`config.mk`:
```
export PLATFORM = sky130hd
export DESIGN_NAME = rxcfg_regs
export DESIGN_NICKNAME = d
export VERILOG_FILES = /design/src/design/rxcfg_regs.v
export VERILOG_INCLUDE_DIRS = /design/src /design/src/design
export SDC_FILE = /design/constraint.sdc
export NUM_CORES = 1
export LEC_CHECK = 0
export BUFFER_PORTS_ARGS = -buffer_cell sky130_fd_sc_hd__buf_4
export CORE_ASPECT_RATIO = 0.6
export CORE_UTILIZATION = 45
export CTS_CLUSTER_DIAMETER = 200
export DETAILED_ROUTE_END_ITERATION = 12
export PLACE_DENSITY = 0.66
export SLEW_MARGIN = 5
export SYNTH_ARGS = -nofsm -noshare
export SYNTH_HDL_FRONTEND = slang
export SYNTH_SLANG_ARGS = --single-unit
```
`constraint.sdc`:
```
create_clock -name clk_sys -period 2.2 [get_ports clk_sys]
set_input_delay 0 -clock clk_sys [delete_from_list [all_inputs] [get_ports clk_sys]]
set_output_delay 0 -clock clk_sys [all_outputs]
set_load 0.01 [all_outputs]
```
`src/design/rxcfg_defines.vh`:
```
// Offsets, field positions, reset values and timing counts for the receiver config bank
`ifndef RXCFG_DEFINES_VH
`define RXCFG_DEFINES_VH
`define RXCFG_ADDR_W           6
`define RXCFG_OFS_CHAN_FILT    6'h0A
`define RXCFG_OFS_AGC_SQ       6'h0B
`define RXCFG_OFS_FIRST_GAIN   6'h0C
`define RXCFG_OFS_LATER_GAIN   6'h0D
`define RXCFG_RST_CHAN_FILT    8'h00
`define RXCFG_RST_AGC_SQ       8'h1A
`define RXCFG_RST_FIRST_GAIN   8'hD8
`define RXCFG_RST_LATER_GAIN   8'h00
`define RXCFG_BIT_CHAN_CHOICE  7
`define RXCFG_BIT_AMD_MIXER    6
`define RXCFG_BIT_LOW_POWER    7
`define RXCFG_BIT_LF_SPLIT     6
`define RXCFG_BIT_LF_ENABLE    5
`define RXCFG_BIT_AGC_EN       4
`define RXCFG_BIT_AGC_WHOLE    3
`define RXCFG_BIT_AGC_RESET    2
`define RXCFG_BIT_SQ_DYN       1
`define RXCFG_BIT_PMIX_INT     0
`define RXCFG_BIT_CLIP         1
`define RXCFG_BIT_PEER_CUT     0
`define RXCFG_GAIN_MAX         4'hA
`define RXCFG_SQ_DELAY_NS      18880
`define RXCFG_CLK_NS           4
`define RXCFG_SQ_DELAY_CYC     (`RXCFG_SQ_DELAY_NS / `RXCFG_CLK_NS)
`define RXCFG_FC_STEP          64
`endif

```
`src/design/rxcfg_regs.v`:
```
// Receiver configuration register bank with derived receive-chain controls
//
// Overview of operation
// Single enabled channel: choice bit 0 picks AM, 1 picks PM.
// Both channels, manual selection: choice bit picks framing source channel.
// AM demodulator: 0 peak detector, 1 mixer.
// Low power receive bit selects low power mode; resets to 0.
// LF split 0 differential, 1 RFI1 to AM, RFI2 to PM; separate enable.
// AGC active while its enable bit is 1, reset value 1.
// AGC window: 0 first eight sub-carrier pulses, 1 whole receive.
// AGC algorithm: 0 preset based, 1 reset based.
// Dynamic squelch starts 18.88 us after Tx end, ends at mask expiry.
// PM mixer clock: 0 RFO, 1 internal; single mode forces internal.
// First stage gain code: 0 full, 1-6 minus 2.5 dB steps, 7 boost.
// Clip bit clips first and second stage output to 0.6 V.
// Peer gain cut forces -6 dB later stages and widest comparator window.
// Host restarts receiver after clearing peer gain cut.
// Later stage gain codes 0h..Ah only; codes above Ah are clamped.
// Later stage gain reaches AGC/squelch/RSSI only on reset-gain command.
// All four registers reload defaults at reset and set-default command.
// Mask timer counts 64 carrier periods per step from Tx end.
// Each register is 8-bit read-write returning last written value.
//
// Usage notes
// Register port has no wait states; read data stands only in the cycle
// after the read strobe and is zero in every other cycle.
// Set-default beats a write to the same register in the same cycle, so a
// write issued alongside the command is lost.
// Unmapped addresses ignore writes and read back as zero.
// Decoded controls follow the registers one clock later; software sees no
// difference, but a checker must allow for that cycle.
// Later-stage gain outputs hold until the reset-gain command, even across
// set-default; a new register value waits for that command.
// Codes above Ah in the later-stage nibbles are clamped on load rather than
// passed on, keeping the digitizer window inside its defined range.
// Clearing the peer gain cut retriggers nothing here; the host must restart
// the receiver before trusting received data.
// Squelch samples the dynamic enable bit at end of transmission only;
// clearing it mid-sequence does not abort a squelch already under way.
// A mask timer that expires before the squelch delay ends skips squelch.
// Squelch delay and mask step are parameters so simulation can shorten
// them; defaults are the documented values.
// One clock domain; all context inputs are taken as synchronous.
// Channel enables pass through unless exactly one channel is on.
//
// Local design decision: the plain strobed port.
`timescale 1ns/1ps
`include "rxcfg_defines.vh"

module rxcfg_regs #(
  parameter SQ_DELAY_CYC = `RXCFG_SQ_DELAY_CYC,
  parameter FC_STEP      = `RXCFG_FC_STEP
) (
  // Clock and reset
  input  wire                      clk_sys,
  input  wire                      rst_b,
  // Register port
  input  wire [`RXCFG_ADDR_W-1:0]  reg_addr,
  input  wire [7:0]                reg_wdata,
  input  wire                      reg_wr,
  input  wire                      reg_rd,
  output reg  [7:0]                reg_rdata,
  // Commands and receive-chain context
  input  wire                      cmd_set_default,
  input  wire                      cmd_reset_rx_gain,
  input  wire                      am_rx_on,
  input  wire                      pm_rx_on,
  input  wire                      manual_chan_sel,
  input  wire                      single_mode,
  input  wire                      tx_end,
  input  wire                      fc_tick,
  input  wire [7:0]                mask_rx_time,
  // Channel and filter controls
  output reg                       am_chan_en,
  output reg                       pm_chan_en,
  output reg                       framing_from_pm,
  output reg                       amd_mixer,
  output reg  [2:0]                lowpass_ctrl,
  output reg  [2:0]                zero_setting,
  // Input routing and AGC
  output reg                       low_power_receive,
  output reg                       lf_input_split,
  output reg                       lf_input_enable,
  output reg                       agc_active,
  output reg                       agc_whole_period,
  output reg                       agc_reset_alg,
  output reg                       pm_mixer_clock_src,
  // Gains
  output reg  [2:0]                am_first_gain,
  output reg  [2:0]                pm_first_gain,
  output reg                       gain_clip,
  output reg                       forced_peer_gain_cut,
  output reg                       max_comp_window,
  output reg  [3:0]                am_later_gain,
  output reg  [3:0]                pm_later_gain,
  // Squelch and masking
  output reg                       squelch_on,
  output reg                       rx_masked
);

  // Squelch sequencer states
  localparam ST_IDLE  = 3'b001;
  localparam ST_DELAY = 3'b010;
  localparam ST_SQ    = 3'b100;

  // Software-visible configuration registers
  reg [7:0]  chan_filt_q;
  reg [7:0]  agc_sq_q;
  reg [7:0]  first_gain_q;
  reg [7:0]  later_gain_q;
  // Squelch sequencer state and delay count
  reg [2:0]  state_q;
  reg [2:0]  state_d;
  reg [15:0] dly_q;
  // Mask receive timer
  reg [7:0]  mask_cnt_q;
  reg [7:0]  step_q;
  reg        mask_run_q;

  // Write decode per register
  wire wr_chan  = reg_wr && (reg_addr == `RXCFG_OFS_CHAN_FILT);
  wire wr_agc   = reg_wr && (reg_addr == `RXCFG_OFS_AGC_SQ);
  wire wr_first = reg_wr && (reg_addr == `RXCFG_OFS_FIRST_GAIN);
  wire wr_later = reg_wr && (reg_addr == `RXCFG_OFS_LATER_GAIN);
  // Mask timer reached zero while running
  wire mask_exp = mask_run_q && (mask_cnt_q == 8'h00);

  // Clamp a later-stage gain code to the usable range
  function [3:0] clamp_gain;
    input [3:0] code;
    begin
      clamp_gain = (code > `RXCFG_GAIN_MAX) ? `RXCFG_GAIN_MAX : code;
    end
  endfunction

  // Register storage, defaults on reset and set-default
  always @(posedge clk_sys or negedge rst_b) begin
    if (!rst_b) begin
      chan_filt_q  <= `RXCFG_RST_CHAN_FILT;
      agc_sq_q     <= `RXCFG_RST_AGC_SQ;
      first_gain_q <= `RXCFG_RST_FIRST_GAIN;
      later_gain_q <= `RXCFG_RST_LATER_GAIN;
    end else if (cmd_set_default) begin
      // Default load wins over a same-cycle write
      chan_filt_q  <= `RXCFG_RST_CHAN_FILT;
      agc_sq_q     <= `RXCFG_RST_AGC_SQ;
      first_gain_q <= `RXCFG_RST_FIRST_GAIN;
      later_gain_q <= `RXCFG_RST_LATER_GAIN;
    end else begin
      if (wr_chan)  chan_filt_q  <= reg_wdata;
      if (wr_agc)   agc_sq_q     <= reg_wdata;
      if (wr_first) first_gain_q <= reg_wdata;
      if (wr_later) later_gain_q <= reg_wdata;
    end
  end

  // Read data one cycle after the strobe, zero elsewhere
  always @(posedge clk_sys or negedge rst_b) begin
    if (!rst_b) begin
      reg_rdata <= 8'h00;
    end else if (reg_rd) begin
      case (reg_addr)
        `RXCFG_OFS_CHAN_FILT:  reg_rdata <= chan_filt_q;
        `RXCFG_OFS_AGC_SQ:     reg_rdata <= agc_sq_q;
        `RXCFG_OFS_FIRST_GAIN: reg_rdata <= first_gain_q;
        `RXCFG_OFS_LATER_GAIN: reg_rdata <= later_gain_q;
        // Unmapped addresses read zero
        default:               reg_rdata <= 8'h00;
      endcase
    end else begin
      reg_rdata <= 8'h00;
    end
  end

  // Static decoded controls
  always @(posedge clk_sys or negedge rst_b) begin
    if (!rst_b) begin
      am_chan_en           <= 1'b0;
      pm_chan_en           <= 1'b0;
      framing_from_pm      <= 1'b0;
      amd_mixer            <= 1'b0;
      lowpass_ctrl         <= 3'h0;
      zero_setting         <= 3'h0;
      low_power_receive    <= 1'b0;
      lf_input_split       <= 1'b0;
      lf_input_enable      <= 1'b0;
      agc_active           <= 1'b0;
      agc_whole_period     <= 1'b0;
      agc_reset_alg        <= 1'b0;
      pm_mixer_clock_src   <= 1'b0;
      am_first_gain        <= 3'h0;
      pm_first_gain        <= 3'h0;
      gain_clip            <= 1'b0;
      forced_peer_gain_cut <= 1'b0;
      max_comp_window      <= 1'b0;
    end else begin
      // Only one channel on: choice bit enables it
      if (am_rx_on ^ pm_rx_on) begin
        am_chan_en <= ~chan_filt_q[`RXCFG_BIT_CHAN_CHOICE];
        pm_chan_en <= chan_filt_q[`RXCFG_BIT_CHAN_CHOICE];
      end else begin
        am_chan_en <= am_rx_on;
        pm_chan_en <= pm_rx_on;
      end
      // Framing source under manual selection, else the lone PM channel
      if (am_rx_on && pm_rx_on && manual_chan_sel)
        framing_from_pm <= chan_filt_q[`RXCFG_BIT_CHAN_CHOICE];
      else
        framing_from_pm <= (am_rx_on ^ pm_rx_on) & chan_filt_q[`RXCFG_BIT_CHAN_CHOICE];
      // Channel and filter register fields
      amd_mixer          <= chan_filt_q[`RXCFG_BIT_AMD_MIXER];
      lowpass_ctrl       <= chan_filt_q[5:3];
      zero_setting       <= chan_filt_q[2:0];
      // AGC and squelch register fields
      low_power_receive  <= agc_sq_q[`RXCFG_BIT_LOW_POWER];
      lf_input_split     <= agc_sq_q[`RXCFG_BIT_LF_SPLIT];
      lf_input_enable    <= agc_sq_q[`RXCFG_BIT_LF_ENABLE];
      agc_active         <= agc_sq_q[`RXCFG_BIT_AGC_EN];
      agc_whole_period   <= agc_sq_q[`RXCFG_BIT_AGC_WHOLE];
      agc_reset_alg      <= agc_sq_q[`RXCFG_BIT_AGC_RESET];
      pm_mixer_clock_src <= single_mode | agc_sq_q[`RXCFG_BIT_PMIX_INT];
      // First stage gain register fields
      am_first_gain      <= first_gain_q[7:5];
      pm_first_gain      <= first_gain_q[4:2];
      gain_clip          <= first_gain_q[`RXCFG_BIT_CLIP];
      forced_peer_gain_cut <= first_gain_q[`RXCFG_BIT_PEER_CUT];
      max_comp_window    <= first_gain_q[`RXCFG_BIT_PEER_CUT];
    end
  end

  // Later-stage gain loads only on the reset-gain command
  always @(posedge clk_sys or negedge rst_b) begin
    if (!rst_b) begin
      am_later_gain <= 4'h0;
      pm_later_gain <= 4'h0;
    end else if (cmd_reset_rx_gain) begin
      // Clamp keeps codes inside the defined range
      am_later_gain <= clamp_gain(later_gain_q[7:4]);
      pm_later_gain <= clamp_gain(later_gain_q[3:0]);
    end
  end

  // Mask receive timer, one step per FC_STEP carrier ticks
  always @(posedge clk_sys or negedge rst_b) begin
    if (!rst_b) begin
      mask_run_q <= 1'b0;
      mask_cnt_q <= 8'h00;
      step_q     <= 8'h00;
      rx_masked  <= 1'b0;
    end else if (tx_end) begin
      // Reload the count and raise the mask
      mask_run_q <= 1'b1;
      mask_cnt_q <= mask_rx_time;
      step_q     <= 8'h00;
      rx_masked  <= 1'b1;
    end else if (mask_exp) begin
      // Expiry releases the mask
      mask_run_q <= 1'b0;
      rx_masked  <= 1'b0;
    end else if (mask_run_q && fc_tick) begin
      // Count carrier ticks into timer steps
      if (step_q == FC_STEP[7:0] - 8'h01) begin
        step_q     <= 8'h00;
        mask_cnt_q <= mask_cnt_q - 8'h01;
      end else begin
        step_q <= step_q + 8'h01;
      end
    end
  end

  // Squelch sequencer next state
  always @* begin
    state_d = state_q;
    case (state_q)
      // Idle leaves only on end of Tx with dynamic squelch on
      ST_IDLE:  if (tx_end && agc_sq_q[`RXCFG_BIT_SQ_DYN]) state_d = ST_DELAY;
      // Expiry during the delay skips squelch
      ST_DELAY: if (mask_exp) state_d = ST_IDLE;
                else if (dly_q == SQ_DELAY_CYC[15:0] - 16'h0001) state_d = ST_SQ;
      // Squelch lasts until the mask timer expires
      ST_SQ:    if (mask_exp) state_d = ST_IDLE;
      default:  state_d = ST_IDLE;
    endcase
  end

  // Squelch sequencer registers
  always @(posedge clk_sys or negedge rst_b) begin
    if (!rst_b) begin
      state_q    <= ST_IDLE;
      dly_q      <= 16'h0000;
      squelch_on <= 1'b0;
    end else begin
      state_q    <= state_d;
      // Delay counter runs only in the delay state
      dly_q      <= (state_q == ST_DELAY) ? dly_q + 16'h0001 : 16'h0000;
      squelch_on <= (state_d == ST_SQ);
    end
  end

endmodule // rxcfg_regs

```
[Word-level counts from Yosys, hierarchy flattened]
Cells that the tools add are included.
Word-level totals
  output and inout port bits: 44
  logic and storage cells: 100
  register bits: 110
  bits of input ports: 34
Cells by class
  reduce and logical (&&, ||, !) cells: 19
  bitwise gates (word level): 4
  order comparisons: 2
  add/sub/neg operators: 3
  muxes and demuxes: 31
  equality and inequality tests: 11
Operators by type and width (count)
  8-bit 2-to-1 mux: 17
  8-bit one-hot mux with 4 select lines: 1
  6-bit by 4-bit equality test with 1-bit output (second input constant): 4
  16-bit by 1-bit adder with 16-bit output (second input constant): 1
  16-bit by 13-bit equality test with 1-bit output (second input constant): 1
  16-bit 2-to-1 mux: 1
  2-bit nonzero test: 7
  3-bit 2-to-1 mux: 4
  1-bit logical AND: 9
  3-bit one-hot mux with 3 select lines: 1
  8-bit by 1-bit adder with 8-bit output (second input constant): 1
  8-bit by 6-bit equality test with 1-bit output (second input constant): 1
  4-bit > comparator (second input constant): 2
  8-bit zero test: 1
  4-bit 2-to-1 mux: 2
  8-bit by 1-bit subtractor with 8-bit output (second input constant): 1
  3-bit equality test (second input constant): 2
  1-bit 2-to-1 mux: 5
  3-bit by 1-bit equality test with 1-bit output (second input constant): 1
  3-bit by 2-bit equality test with 1-bit output (second input constant): 1
  3-bit AND reduction: 1
  2-bit != test (second input constant): 1
  2-bit AND reduction: 1
  1-bit AND: 1
  3 further kinds: 3

[Longest topological paths before layout]
  depth after elaboration: 5
  gate-level depth with buffers: 6
  mapped depth without buffers: 6

[Worst setup path before layout]
No wires, ideal clock.
  kind: register -> register
  from: reg mask_cnt_q[0]
  to: reg mask_cnt_q[1]
  data required time: 2.079 ns
  slack: 0.359 ns
  stages on the path, launching flop included: 7
  buffers on the path: 0
  arrival: 1.720 ns
  library setup time: 0.121 ns
  cell sequence: dfrtp_1 > inv_1 > ha_1 > or3b_2 > nor2_1 > o21ai_0 > a22o_1
On the way
  word-level cells in the longest chain between the ends: 5
  elaborated cells between the ends (all ways): 9
  classes of those cells: 1 x add/sub; 1 x eq/ne; 4 x mux; 3 x reduce/logical
Ends and longest elaborated chain
  start, declared: RTL line rxcfg_regs.v:116  | reg [7:0] mask_cnt_q;
  start signal, assigned: RTL line rxcfg_regs.v:253  | mask_cnt_q <= mask_rx_time;
  start signal, assigned: RTL line rxcfg_regs.v:264  | mask_cnt_q <= mask_cnt_q - 8'h01;
  8-bit by 1-bit subtractor with 8-bit output: RTL line rxcfg_regs.v:264
  8-bit 2-to-1 mux: RTL line rxcfg_regs.v:262  | if (step_q == FC_STEP[7:0] - 8'h01) begin
  8-bit 2-to-1 mux: RTL line rxcfg_regs.v:260  | end else if (mask_run_q && fc_tick) begin
  8-bit 2-to-1 mux: RTL line rxcfg_regs.v:256  | end else if (mask_exp) begin
  8-bit 2-to-1 mux: RTL line rxcfg_regs.v:250  | end else if (tx_end) begin
Several ways; a longest one is shown, not always the timed one. The select of a mux whose other input is x is not followed.
A chain may end at the register's enable or synchronous reset.

[Worst setup path after layout]
  from: reg step_q[0]
  to: reg mask_cnt_q[4]
On the way
  word-level cells in the longest chain between the ends: 3
Ends and longest elaborated chain
  start, declared: RTL line rxcfg_regs.v:117  | reg [7:0] step_q;
  start signal, assigned: RTL line rxcfg_regs.v:266  | step_q <= step_q + 8'h01;
  8-bit by 6-bit equality test with 1-bit output: RTL line rxcfg_regs.v:262
  2-bit nonzero test (no line)
  3-bit AND reduction (no line)
Every way passes these cells.

==> impl_metrics.toml <==
[place]
port_buffers = 77
globalplace.congestion = 0.853
post_dp_cell_area_um2 = 5580
place_worst_setup_slack_ps = 262
place.detailed.hpwl_um = 7850

[pwr]
worst_ir_drop_vdd_uv = 414
fin_total_pwr_mw = 4.28
static-leakage-power_nw = 2.66
pwr_density_cell_nw_per_um2 = 698

[clock_tree]
insertion_delay_to_the_later_sink_of_the_worst_skew_pair_ps = 350
cts.sink_count = 110
cts_buffer_depth = 2
cts_inserted_buffers = 9
cts_resized = 0
cts.repair_timing.setup_buffer_count = 0
tritoncts = "done"
post_cts_hold_buffer_count = 23
clock_root_buffer = "sky130_fd_sc_hd__clkbuf_16"
htree_levels = 3
clk_pin_slew_worst_paths_ps = 70

[cells_and_area]
layout.nets = 611
fill_cells = 865
layout.cell_area.non_filler_um2 = 6140
drive_gt1_frac = 0.217
leading_cell_types_in_the_layout_fill_and_taps_excluded = "sky130_fd_sc_hd__dfrtp_1 (102), sky130_fd_sc_hd__buf_4 (89), sky130_fd_sc_hd__nand3_1 (55), sky130_fd_sc_hd__nand2_1 (45), sky130_fd_sc_hd__a21oi_1 (44)"
seq_area_um2 = 2760
insertedDiodeCount = 0
layout_commonest_cell = "sky130_fd_sc_hd__dfrtp_1"
multi_input_area_um2 = 1910
synthToLayoutAreaGrowth_pct = 28.0

[routing]
detail_route.drc_violations = 0
avgRoutedWirePerCell_um = 16.0
drt_iter0_markers = 281
via_count = 4000
route.final.wire_length_um = 11400
avgViaCountPerCell = 5.62
route.antenna.remaining_nets = 0
first_pass_iters = 5

[sta]
fmaxAchievable_ghz = 0.507
layout_worst_path_cycle_share = 0.897
worstMarginPinSlew_ps = 463
fin_setup_tns_ps = 0
timing.max_slew.rel_slack = 0.688
hold_viol_final = 0
post-route-worst-setup-slack_ps = 227
maxSlewViolCount = 0
fin_crit_ps = 1970
clock_skew_ps = 4.12
rsz_0062_raised_after_global_routing = "false"
setup_viol_count_final = 0

[worst_setup_path]
critical_path_required_ps = 2470
critical-path-max-stage-delay_ps = 560
worstPathMaxFanout = 11
critical_path.cell_chain = "ha_1, and4bb_2, nand3_1, or4_1, a31oi_1"
end_kind = "flop"
worstSetupStartpointType = "flop"
crit_buf_inv = 0
crit_path_top_delay_cell = "sky130_fd_sc_hd__or4_1"
setup.worst_path.class = "reg -> reg"
crit_family = "simple AND/OR/NAND/NOR gates"
worst-endpoint-arrival_ps = 2250

[global_routing]
residual_overflow_from_global_routing = 0
antenna_found_initial = 0
grt_first_pass_wirelength_um = 18700
largest_net_degree_at_the_start_of_global_routing = 44
via_count_of_the_first_global_routing_pass = 3721
gr-usage-all-layers = 0.221

[logic_synthesis]
synthesis.yosys.warnings = 0
top_ff_cell_synth = "sky130_fd_sc_hd__dfrtp_1"
synth_sequential_area_ratio = 0.576
ys_seq_elements = 110
asyncSetResetFlopFracSynth = 1.00
synth.cell_area_um2 = 4790
synth-edff-count = 0
synth_nets = 504
synthDistinctLibCells = 51
mean_syn_cell_area_um2 = 10.3
syn_inst = 465

[floorplan]
die_y_um = 82.0
die_x_um = 135
fp-row-count = 28
boundaryPins = 78
core_area_um2 = 10100
die-area_um2 = 11100
initial_core_util = 0.475

[worst_hold_path]
timing.hold.worst.class = "in -> reg"

[run_status]
run_status = "completed"

[run]
drv_cap = 0
==> worst register-to-register path, stage by stage, from the launching register on <==
cell	delay, ps
sky130_fd_sc_hd__dfrtp_1	400
sky130_fd_sc_hd__ha_1	240
sky130_fd_sc_hd__and4bb_2	270
sky130_fd_sc_hd__nand3_1	260
sky130_fd_sc_hd__or4_1	560
sky130_fd_sc_hd__a31oi_1	170
==> cell type report <==
| type | count | share of cell area |
|---|---|---|
| timing repair buffer | 113 | 0.150 |
| tap | 135 | 0.0275 |
| clock inverter | 4 | 0.0114 |
| sequential | 110 | 0.450 |
| inverter | 12 | 0.00734 |
| clock buffer | 12 | 0.0418 |
| multi-input combinational | 326 | 0.312 |
==> flip-flops by register name (all words and copies together), names as in the netlist, 3 cells and up <==
name	flops
agc_sq_q	8
state_q	3
zero_setting	3
lowpass_ctrl	3
step_q	8
mask_cnt_q	8
chan_filt_q	8
pm_first_gain	3
pm_later_gain	4
reg_rdata	8
later_gain_q	8
first_gain_q	8
dly_q	16
am_later_gain	4
am_first_gain	3
==> path summary, 6_finish.rpt <==
path,depth (start not counted),startpoint,slack (ps),end
worst min-delay path,2,cmd_set_default,60,later_gain_q[0]$_DFFE_PN0P_
min in group asynchronous,2,rst_b,80,dly_q[4]$_DFF_PN0_
worst max-delay path,5,step_q[0]$_DFFE_PN0P_,230,mask_cnt_q[4]$_DFFE_PN0P_
worst max register to register,5,step_q[0]$_DFFE_PN0P_,230,mask_cnt_q[4]$_DFFE_PN0P_
worst min register to register,0,agc_sq_q[2]$_DFFE_PN0P_,410,agc_reset_alg$_DFF_PN0_
max in group asynchronous,3,rst_b,1430,first_gain_q[3]$_DFFE_PN1P_
==> power by group <==
| part | switching (mW) | total [mW] | internal [mW] |
|---|---|---|---|
| Sequential | 0.0563 | 2.14 | 2.08 |
| Clock | 0.701 | 1.76 | 1.06 |
| Combinational | 0.216 | 0.389 | 0.173 |
| Total | 0.973 | 4.28 | 3.31 |
==> per-stage QoR <==
step                       util  hold slack [ps]  cells
after global placement    0.553            -91.1    673
after global routing      0.608             60.8    712
after floorplan               -             -296    465
after CTS                 0.608             38.7    712
final                     0.608             57.7    712
after detailed placement  0.553            -86.7    673
==> cells by family after synthesis <==
logic type | after synthesis | synth area share
buffers and inverters | 29 | 0.0245
DFF | 110 | 0.576
muxes | 6 | 0.0133
and+or+nand+nor | 198 | 0.217
xor gates and xnor gates | 13 | 0.0237
adders and majority gates | 5 | 0.0130
AOI/OAI and AO/OA | 104 | 0.132
==> synthesized netlist by cell type, types with 3 or more instances <==
master / number / area share
sky130_fd_sc_hd__nand2b_1: 3 / 0.0039
sky130_fd_sc_hd__a2bb2oi_1: 3 / 0.0055
sky130_fd_sc_hd__xor2_1: 5 / 0.0091
sky130_fd_sc_hd__ha_1: 5 / 0.013
sky130_fd_sc_hd__nand3b_1: 9 / 0.014
sky130_fd_sc_hd__and3_1: 7 / 0.0091
sky130_fd_sc_hd__nand4_1: 5 / 0.0065
sky130_fd_sc_hd__or3_1: 3 / 0.0039
sky130_fd_sc_hd__a21oi_1: 44 / 0.046
sky130_fd_sc_hd__nand2_1: 45 / 0.035
sky130_fd_sc_hd__dfstp_2: 8 / 0.044
sky130_fd_sc_hd__nor2_1: 32 / 0.025
sky130_fd_sc_hd__nor4b_1: 3 / 0.0055
sky130_fd_sc_hd__dfrtp_1: 102 / 0.53
sky130_fd_sc_hd__nor2b_1: 6 / 0.0078
sky130_fd_sc_hd__o211ai_1: 3 / 0.0047
sky130_fd_sc_hd__a22oi_1: 16 / 0.025
sky130_fd_sc_hd__inv_1: 12 / 0.0094
sky130_fd_sc_hd__o21a_1: 3 / 0.0047
sky130_fd_sc_hd__nand3_1: 55 / 0.057
sky130_fd_sc_hd__mux2i_1: 3 / 0.0063
sky130_fd_sc_hd__mux2_2: 3 / 0.0070
sky130_fd_sc_hd__o31ai_1: 3 / 0.0047
sky130_fd_sc_hd__clkbuf_1: 14 / 0.011
sky130_fd_sc_hd__a31oi_1: 8 / 0.010
sky130_fd_sc_hd__o21ai_0: 15 / 0.016
sky130_fd_sc_hd__or2_2: 3 / 0.0039
sky130_fd_sc_hd__or4_1: 6 / 0.0094
sky130_fd_sc_hd__xnor2_1: 8 / 0.015
sky130_fd_sc_hd__o22ai_1: 3 / 0.0039
sky130_fd_sc_hd__nor4_1: 4 / 0.0052
==> layer usage <==
layer | track usage | wire length [um]
met1 | 0.323 | 5800
met2 | 0.323 | 4860
met3 | 0.0580 | 665
met4 | 0.0607 | 79
met5 | 0 | 0
(Power assumes the default switching activity.)
